### src/inc/ccp_pkg.sv
// constants for the core clock and pll control block
// assumes a 200 MHz system clock and a byte-wide control port
package ccp_pkg;
	// register addresses on the control port
	localparam logic [15:0] CCP_ADDR_CLK_CTRL = 16'h4000;
	localparam logic [15:0] CCP_ADDR_PLL_CTRL = 16'h4002;
	localparam logic [15:0] CCP_ADDR_CONV_CTRL0 = 16'h4017;
	localparam logic [15:0] CCP_ADDR_PROC_RATE = 16'h40eb;
	localparam logic [15:0] CCP_ADDR_SPORT_RATE = 16'h40f8;
	localparam logic [2:0] CCP_PLL_BYTES = 3'h6;

	// clock control field positions
	localparam int CCP_SRC_BIT = 3;
	localparam int CCP_RATIO_LSB = 1;
	localparam int CCP_GATE_BIT = 0;

	// pll control field positions
	localparam int CCP_DEN_LSB = 32;
	localparam int CCP_NUM_LSB = 16;
	localparam int CCP_INT_LSB = 11;
	localparam int CCP_DIV_LSB = 9;
	localparam int CCP_MODE_BIT = 8;
	localparam int CCP_LOCK_BIT = 1;
	localparam int CCP_EN_BIT = 0;

	// reset values and the forced pll ratio
	localparam logic [1:0] CCP_RATIO_RST = 2'h0;
	localparam logic [1:0] CCP_RATIO_PLL = 2'h3;
	localparam logic [15:0] CCP_DEN_RST = 16'h00fd;
	localparam logic [15:0] CCP_NUM_RST = 16'h000c;
	localparam logic [3:0] CCP_INT_RST = 4'h2;
	localparam logic [1:0] CCP_DIV_RST = 2'h0;
	localparam logic [7:0] CCP_RATE_RST = 8'h00;

	// lock acquisition time
	localparam int CCP_CLK_PERIOD_NS = 5;
	localparam int CCP_LOCK_TIME_NS = 2_960_000;
	localparam int CCP_LOCK_CYCLES = CCP_LOCK_TIME_NS / CCP_CLK_PERIOD_NS;

	typedef enum logic [1:0] {
		CCP_PLL_OFF = 2'b00,
		CCP_PLL_ACQ = 2'b01,
		CCP_PLL_LOCKED = 2'b10
	} ccp_pll_state_t;
endpackage

### src/design/ccp_clock_control.sv
// core clock source, gate, pll control register and lock tracking
// assumes control-port framing and strobes synchronous to clk_i
//
// Summary of operation
// bit 3 picks master clock or pll
// two-bit ratio: 256/512/768/1024 times base rate
// core clock stopped until gate bit set
// pll source forces ratio field to 1024
// core clock held off during lock acquisition; the code holds it off only while the pll source is selected
// only clock and pll registers reachable then
// host waits for gate and lock first
// host: disable, rewrite, enable, poll, gate
// pll register updated by complete six-byte write
// bits 47:32 denominator, reset 253
// bits 31:16 numerator, reset 12
// bits 14:11 integer part, reset 2
// bits 10:9 reference divider 1 to 4
// bit 8 mode; integer ignores fraction
// fractional multiplies by int plus num/den
// bit 1 read-only lock indicator
// bit 0 enables the pll
// pll output fixed at 1024 times base
// rate fields divide base by listed divisors
// host keeps the three rates equal
// host adjusts processor rate for slow clock
// lock cleared on disable or new config
`timescale 1ns/1ps
module ccp_clock_control
	import ccp_pkg::*;
#(
	parameter int LOCK_CYC = CCP_LOCK_CYCLES
) (
	input wire logic clk_i,
	input wire logic rst_i,
	input wire logic ce_i,
	input wire logic cp_start_i,
	input wire logic [15:0] cp_addr_i,
	input wire logic cp_wr_i,
	input wire logic [7:0] cp_wdata_i,
	input wire logic cp_rd_i,
	output logic [7:0] cp_rdata_o,
	output logic cp_rvalid_o,
	output logic core_clk_run_o,
	output logic core_clock_source_select_o,
	output logic [1:0] input_rate_ratio_o,
	output logic pll_turn_on_o,
	output logic pll_fractional_o,
	output logic [1:0] pll_ref_div_o,
	output logic [3:0] pll_int_o,
	output logic [15:0] pll_num_o,
	output logic [15:0] pll_den_o,
	output logic [3:0] conv_rate_half_o,
	output logic [3:0] proc_rate_half_o,
	output logic [3:0] sport_rate_half_o
);
	logic [15:0] addr_reg;
	logic [15:0] start_addr_reg;
	logic [2:0] pll_cnt_reg;
	logic [39:0] pll_shadow_reg;
	logic src_reg;
	logic [1:0] ratio_reg;
	logic gate_reg;
	logic [15:0] den_reg;
	logic [15:0] num_reg;
	logic [3:0] int_reg;
	logic [1:0] div_reg;
	logic mode_reg;
	logic en_reg;
	logic [7:0] conv_reg;
	logic [7:0] proc_reg;
	logic [7:0] sport_reg;
	ccp_pll_state_t pll_state_reg;
	ccp_pll_state_t pll_state_next;
	logic [23:0] lock_cnt_reg;
	logic locked;
	logic core_run;
	logic pll_commit;
	logic [47:0] pll_full;
	logic [47:0] pll_view;
	logic [7:0] rd_byte;
	logic [15:0] pll_off;

	// divisor times two, so 1.5 and 0.5 stay integral; spare codes act as /1
	function automatic logic [3:0] rate_half(input logic [3:0] code);
		unique case (code)
			4'h1: rate_half = 4'hc;
			4'h2: rate_half = 4'h8;
			4'h3: rate_half = 4'h6;
			4'h4: rate_half = 4'h4;
			4'h5: rate_half = 4'h3;
			4'h6: rate_half = 4'h1;
			default: rate_half = 4'h2;
		endcase
	endfunction

	assign locked = (pll_state_reg == CCP_PLL_LOCKED);
	// core runs only when gated on and, on the pll path, locked
	assign core_run = gate_reg && (!src_reg || locked);
	assign pll_off = addr_reg - CCP_ADDR_PLL_CTRL;
	assign pll_full = {pll_shadow_reg, cp_wdata_i};
	// commit only on the sixth byte of a burst that began at the pll address
	assign pll_commit = cp_wr_i && (start_addr_reg == CCP_ADDR_PLL_CTRL)
		&& (pll_cnt_reg == CCP_PLL_BYTES - 3'h1);

	// control-port address tracking; bursts auto-increment
	always_ff @(posedge clk_i) begin
		if (rst_i) begin
			addr_reg <= 16'h0000;
			start_addr_reg <= 16'h0000;
			pll_cnt_reg <= 3'h0;
			pll_shadow_reg <= 40'h00_0000_0000;
		end else if (ce_i) begin
			if (cp_start_i) begin
				addr_reg <= cp_addr_i;
				start_addr_reg <= cp_addr_i;
				pll_cnt_reg <= 3'h0;
			end else if (cp_wr_i || cp_rd_i) begin
				addr_reg <= addr_reg + 16'h0001;
				if (cp_wr_i && pll_cnt_reg < CCP_PLL_BYTES) begin
					pll_cnt_reg <= pll_cnt_reg + 3'h1;
					pll_shadow_reg <= {pll_shadow_reg[31:0], cp_wdata_i};
				end
			end
		end
	end

	// clock control register
	always_ff @(posedge clk_i) begin
		if (rst_i) begin
			src_reg <= 1'b0;
			ratio_reg <= CCP_RATIO_RST;
			gate_reg <= 1'b0;
		end else if (ce_i && cp_wr_i && !cp_start_i
			&& addr_reg == CCP_ADDR_CLK_CTRL) begin
			src_reg <= cp_wdata_i[CCP_SRC_BIT];
			gate_reg <= cp_wdata_i[CCP_GATE_BIT];
			if (cp_wdata_i[CCP_SRC_BIT])
				ratio_reg <= CCP_RATIO_PLL;
			else
				ratio_reg <= cp_wdata_i[CCP_RATIO_LSB +: 2];
		end
	end

	// pll control register, loaded whole from one burst
	always_ff @(posedge clk_i) begin
		if (rst_i) begin
			den_reg <= CCP_DEN_RST;
			num_reg <= CCP_NUM_RST;
			int_reg <= CCP_INT_RST;
			div_reg <= CCP_DIV_RST;
			mode_reg <= 1'b0;
			en_reg <= 1'b0;
		end else if (ce_i && pll_commit && !cp_start_i) begin
			den_reg <= pll_full[CCP_DEN_LSB +: 16];
			num_reg <= pll_full[CCP_NUM_LSB +: 16];
			int_reg <= pll_full[CCP_INT_LSB +: 4];
			div_reg <= pll_full[CCP_DIV_LSB +: 2];
			mode_reg <= pll_full[CCP_MODE_BIT];
			en_reg <= pll_full[CCP_EN_BIT];
		end
	end

	// sampling-rate registers need the core clock running
	always_ff @(posedge clk_i) begin
		if (rst_i) begin
			conv_reg <= CCP_RATE_RST;
			proc_reg <= CCP_RATE_RST;
			sport_reg <= CCP_RATE_RST;
		end else if (ce_i && cp_wr_i && !cp_start_i && core_run) begin
			if (addr_reg == CCP_ADDR_CONV_CTRL0)
				conv_reg <= cp_wdata_i;
			if (addr_reg == CCP_ADDR_PROC_RATE)
				proc_reg <= cp_wdata_i;
			if (addr_reg == CCP_ADDR_SPORT_RATE)
				sport_reg <= cp_wdata_i;
		end
	end

	// lock tracker: a fresh config restarts acquisition from zero, except mid-acquisition where the count runs on
	always_comb begin
		pll_state_next = pll_state_reg;
		unique case (pll_state_reg)
			CCP_PLL_OFF: begin
				if (en_reg)
					pll_state_next = CCP_PLL_ACQ;
			end
			CCP_PLL_ACQ: begin
				if (lock_cnt_reg >= 24'(LOCK_CYC - 1))
					pll_state_next = CCP_PLL_LOCKED;
			end
			CCP_PLL_LOCKED: pll_state_next = CCP_PLL_LOCKED;
			default: pll_state_next = CCP_PLL_OFF;
		endcase
		if (!en_reg)
			pll_state_next = CCP_PLL_OFF;
		else if (pll_commit && !cp_start_i)
			pll_state_next = CCP_PLL_ACQ;
	end

	always_ff @(posedge clk_i) begin
		if (rst_i) begin
			pll_state_reg <= CCP_PLL_OFF;
			lock_cnt_reg <= 24'h00_0000;
		end else if (ce_i) begin
			pll_state_reg <= pll_state_next;
			if (pll_state_next == CCP_PLL_ACQ && pll_state_reg == CCP_PLL_ACQ)
				lock_cnt_reg <= lock_cnt_reg + 24'h00_0001;
			else
				lock_cnt_reg <= 24'h00_0000;
		end
	end

	// readback; reserved bits read zero, gated registers read zero too
	assign pll_view = {den_reg, num_reg, 1'b0, int_reg, div_reg, mode_reg,
		6'h00, locked, en_reg};

	always_comb begin
		rd_byte = 8'h00;
		if (addr_reg == CCP_ADDR_CLK_CTRL)
			rd_byte = {4'h0, src_reg, ratio_reg, gate_reg};
		else if (pll_off < 16'(CCP_PLL_BYTES))
			rd_byte = pll_view[8'(47 - 8 * int'(pll_off[2:0])) -: 8];
		else if (core_run) begin
			if (addr_reg == CCP_ADDR_CONV_CTRL0)
				rd_byte = conv_reg;
			else if (addr_reg == CCP_ADDR_PROC_RATE)
				rd_byte = proc_reg;
			else if (addr_reg == CCP_ADDR_SPORT_RATE)
				rd_byte = sport_reg;
		end
	end

	always_ff @(posedge clk_i) begin
		if (rst_i) begin
			cp_rdata_o <= 8'h00;
			cp_rvalid_o <= 1'b0;
		end else if (ce_i) begin
			cp_rvalid_o <= cp_rd_i && !cp_start_i;
			if (cp_rd_i && !cp_start_i)
				cp_rdata_o <= rd_byte;
		end
	end

	// registered views to the clock tree
	always_ff @(posedge clk_i) begin
		if (rst_i) begin
			core_clk_run_o <= 1'b0;
			core_clock_source_select_o <= 1'b0;
			input_rate_ratio_o <= CCP_RATIO_RST;
			pll_turn_on_o <= 1'b0;
			pll_fractional_o <= 1'b0;
			pll_ref_div_o <= CCP_DIV_RST;
			pll_int_o <= CCP_INT_RST;
			pll_num_o <= 16'h0000;
			pll_den_o <= CCP_DEN_RST;
			conv_rate_half_o <= 4'h2;
			proc_rate_half_o <= 4'h2;
			sport_rate_half_o <= 4'h2;
		end else if (ce_i) begin
			core_clk_run_o <= core_run;
			core_clock_source_select_o <= src_reg;
			input_rate_ratio_o <= ratio_reg;
			pll_turn_on_o <= en_reg;
			pll_fractional_o <= mode_reg;
			pll_ref_div_o <= div_reg;
			pll_int_o <= int_reg;
			// integer mode presents no fractional part
			pll_num_o <= mode_reg ? num_reg : 16'h0000;
			pll_den_o <= den_reg;
			conv_rate_half_o <= rate_half({1'b0, conv_reg[2:0]});
			proc_rate_half_o <= rate_half(proc_reg[3:0]);
			sport_rate_half_o <= rate_half({1'b0, sport_reg[2:0]});
		end
	end
endmodule

### config.mk
export PLATFORM = sky130hd
export DESIGN_NAME = ccp_clock_control
export DESIGN_NICKNAME = d
export VERILOG_FILES = /design/src/inc/ccp_pkg.sv /design/src/design/ccp_clock_control.sv
export SDC_FILE = /design/constraint.sdc
export NUM_CORES = 1
export LEC_CHECK = 0
export BUFFER_PORTS_ARGS = -buffer_cell sky130_fd_sc_hd__buf_2
export CAP_MARGIN = 30
export CORE_ASPECT_RATIO = 0.75
export CORE_UTILIZATION = 41
export DETAILED_ROUTE_END_ITERATION = 7
export HOLD_SLACK_MARGIN = 0.02
export PLACE_DENSITY = 0.67
export SLEW_MARGIN = 20
export SYNTH_ARGS = -nofsm -noshare
export SYNTH_HDL_FRONTEND = slang
export SYNTH_SLANG_ARGS = --single-unit
### constraint.sdc
create_clock -name clk_i -period 6.1 [get_ports clk_i]
set_clock_uncertainty 0.05 [all_clocks]
set_input_delay 1.525 -clock clk_i [delete_from_list [all_inputs] [get_ports clk_i]]
set_output_delay 1.525 -clock clk_i [all_outputs]
set_load 0.02 [all_outputs]
==> out/metrics.yaml <==
synth.lib_cells_used.distinct: 65
power-per-cell-area_nw_per_um2: 285
yosysTopAreaCellShare_pct: 46.9
finalNonFillerCells: 1631
start_util_pct: 41.7
worst_setup_hold_path_clk_slew_ns: 0.06
timing.final.max_slew_violations: 0
clock_tree.buffer_depth: 3
place.gp.congestion: 0.895
path_buf_inv: 1
port_buffers: 94
synth_top_cells_by_area: "sky130_fd_sc_hd__dfxtp_1, sky130_fd_sc_hd__nand2_1, sky130_fd_sc_hd__a21oi_1"
flow.area_growth_from_synthesis_pct: 15.2
final-hold-violation-count: 0
number_of_global_route_vias_before_repair: 8004
drive_above_1_share_pct: 12.4
list_of_most_frequent_post_synthesis_cells: "sky130_fd_sc_hd__nand2_1, sky130_fd_sc_hd__dfxtp_1, sky130_fd_sc_hd__a21oi_1, sky130_fd_sc_hd__nor2_1, sky130_fd_sc_hd__clkbuf_1"
min-delay-path-class: "reg2reg"
ctsHoldBuffers: 0
postCtsSetupRepairBufs: 0
min_delay_worst_endpoint: "den_reg[9]$_SDFFE_PP0P_"
r2r_end: "cp_rdata_o[1]$_SDFFE_PP0P_"
total_of_fill_cells_in_the_finished_design: 2322
cp-end-kind: "flop"
crit_path_max_fanout: 16
synth_edf_count: 0
cts_tree: "yes"
max-vdd-ir-drop_mv: 0.207
io_pins: 95
clock_tree.htree_level_count: 1
drtIter0Drc: 1039
status: "complete, no violations"
finalCritPeriodShare_pct: 56.3
cts.root.buffer_cell: "sky130_fd_sc_hd__clkbuf_16"
unrepaired_setup_endpoints_after_global_routing: "no"
yosys_warnings: 0
cp_required_ns: 6.41
synthCells: 1230
timing.final.setup_violations: 0
coreArea_sq_um: 24000
setup.worst_path.class: "in2reg"
worst_setup_slack_for_register_to_register_paths_ns: 2.80
worstPathCellList: "buf_2 > nor2b_1 > nand2_1 > nor2_1 > nand2_1 > mux2i_1 > nor2_1"
whs_ns: 0.403
synth_top_cell_by_area: "sky130_fd_sc_hd__dfxtp_1"
grt_antenna_before_repair: 0
wl_microns: 28000
insertedDiodeCount: 0
die_area_sq_um: 25000
dp.cells: 1587
timing.critical_path.max_delay_family: "simple AND/OR/NAND/NOR gates"
dominantRegCellSynth: "sky130_fd_sc_hd__dfxtp_1"
cp-start-kind: "input pin"
grt_max_degree: 128
worst_path_largest_cell_delay_ns: 0.60
timing.critical_path.arrival_ns: 3.74
relSlewSlack_pct: 37.7
max_cap_viol_count: 0
ant_nets: 0
mappedNetlistArea_sq_um: 9990
detailedRoute.firstPassIterationCount: 5
critical_path.slowest_cell: "sky130_fd_sc_hd__nor2_1"
hold_path_depth: 2
dieWidth_microns: 182
grt_usage_pct: 22.3
tritoncts.num_buffers: 24
timing.hold.worst.start: "pll_shadow_reg[33]$_SDFFE_PP0P_"
place.detailed.hpwl_microns: 19200
final.setup.tns_ns: 0
fraction_of_the_yosys_area_taken_by_sequential_cells_pct: 46.9
synth_most_common_cell: "sky130_fd_sc_hd__nand2_1"
cts.sink_count: 234
timing.reg2reg.worst_path_depth: 7
leakage_uw: 0.00425
timing_worst_slew_pin_value_ns: 0.935
postCtsResizedCells: 0
routed_wire_length_per_instance_microns: 17.1
max_freq_mhz: 291
globalRouteOverflowTotal: 0
fp.dieH_microns: 137
drc_viols: 0
ys_seq_elements: 234
number_of_flip_flops_in_the_largest_register: 40
vias: 8935
synth_fp_nets: 1267
vias_per_cell: 5.48
critical_path.reg2reg.startpoint: "addr_reg[1]$_SDFFE_PP0P_"
postSynthAreaPerCell_sq_um: 8.12
grt_first_pass_wirelength_microns: 44400
num_rows: 49
postSynth.asyncResetShare_pct: 0
final_period_minus_worst_setup_slack_ns: 3.43
worst_skew_late_latency_ns: 0.52
final_nets: 1319
## layer usage
metal | track usage (%) | wire (microns) | vias to the layer above
met3 | 4.07 | 1870 | 39
li1 | - | - | 4373
met4 | 5.74 | 639 | 0
met2 | 32.0 | 11500 | 305
met1 | 33.8 | 14000 | 4218
met5 | 0 | 0 | -
## worst max path at each step
| stage | end | cells after the start | from | slack [ns] |
|---|---|---|---|---|
| finish | sport_reg[5]$_SDFFE_PP0P_ | 7 | ce_i | 2.67 |
| global route | sport_reg[2]$_SDFFE_PP0P_ | 7 | ce_i | 2.47 |
| CTS | sport_reg[5]$_SDFFE_PP0P_ | 7 | ce_i | 2.74 |
| detailed placement | sport_reg[5]$_SDFFE_PP0P_ | 7 | ce_i | 2.20 |
| global placement | pll_shadow_reg[26]$_SDFFE_PP0P_ | 7 | cp_start_i | 2.26 |
| floorplan | lock_cnt_reg[2]$_SDFFE_PP0P_ | 6 | cp_wr_i | 3.22 |
## power by group
part	total, uW	internal, uW	leakage, uW	switching (uW)
clock network	1500	890	0.000401	606
registers	1570	1550	0.00189	25.9
logic	206	65.4	0.00195	141
## stage by stage
stage / area [sq um] / util, % / power, uW / setup slack [ns]
global placement: 10600 / 44.4 / 1800 / 2.26
CTS: 11500 / 48.0 / 3300 / 2.74
global route: 11500 / 48.0 / 3380 / 2.47
detailed placement: 10700 / 44.6 / 1810 / 2.20
floorplan: 9990 / - / 1740 / 3.22
finish: 11500 / 48.0 / 3280 / 2.67
## cell type report
class / instances / area, sq um / area share, %
clock buffers: 37 / 751 / 6.53
inverters: 10 / 37.5 / 0.326
clock inverters: 7 / 68.8 / 0.598
flip-flops and latches: 234 / 4680 / 40.7
well taps: 331 / 414 / 3.60
multi-input cells: 906 / 4960 / 43.1
repair buffers: 106 / 591 / 5.13
## cell families (layout without fill, tap and decap cells)
group / count (synthesis) / in the layout / synth area share [%]
AOI/OAI and AO/OA: 264 / 264 / 16.4
and+or+nand+nor: 567 / 567 / 25.4
buffers and inverters: 90 / 160 / 3.56
xor gates and xnor gates: 26 / 26 / 2.28
DFF: 234 / 234 / 46.9
adders and majority gates: 7 / 7 / 0.877
muxes: 42 / 42 / 4.60
## worst register-to-register path: cells and delay by family, from the launching register on
family	cells	cell delay, ns
AOI/OAI and AO/OA	2	0.44
and+or+nand+nor	4	1.39
adders and majority gates	1	0.49
DFF	1	0.85
## layout by cell type (no fill, tap or decap), types with 4 or more instances in the layout
master                      netlist  final
sky130_fd_sc_hd__buf_2            5     93
sky130_fd_sc_hd__a22oi_1         24     24
sky130_fd_sc_hd__nand3_1         34     34
sky130_fd_sc_hd__inv_1            9      9
sky130_fd_sc_hd__nand2_1        276    276
sky130_fd_sc_hd__a311oi_1         4      4
sky130_fd_sc_hd__nor3_1          16     15
sky130_fd_sc_hd__xnor2_1         12     12
sky130_fd_sc_hd__or3_1            5      5
sky130_fd_sc_hd__nand2b_1         5      5
sky130_fd_sc_hd__a31oi_1          7      7
sky130_fd_sc_hd__nor2_1         138    138
sky130_fd_sc_hd__clkbuf_8         0      8
sky130_fd_sc_hd__buf_4            1     10
sky130_fd_sc_hd__ha_1             7      7
sky130_fd_sc_hd__and2_1          11     11
sky130_fd_sc_hd__o2bb2ai_1        6      6
sky130_fd_sc_hd__mux2i_1         38     38
sky130_fd_sc_hd__and3_1          10     10
sky130_fd_sc_hd__o31ai_1          4      4
sky130_fd_sc_hd__a21oi_1        143    142
sky130_fd_sc_hd__dfxtp_1        234    234
sky130_fd_sc_hd__and4_1           8      8
sky130_fd_sc_hd__clkbuf_16        0     25
sky130_fd_sc_hd__nand4_1         14     14
sky130_fd_sc_hd__nand3b_1        15     15
sky130_fd_sc_hd__nor2b_1          9      9
sky130_fd_sc_hd__nor4_1          11     11
sky130_fd_sc_hd__a211oi_1        11     11
sky130_fd_sc_hd__a222oi_1         4      4
sky130_fd_sc_hd__a211o_1         11     11
sky130_fd_sc_hd__xor2_1          14     14
sky130_fd_sc_hd__clkbuf_1        63      4
sky130_fd_sc_hd__o21ai_0         24     24
Power figures use the tool's default switching activity.
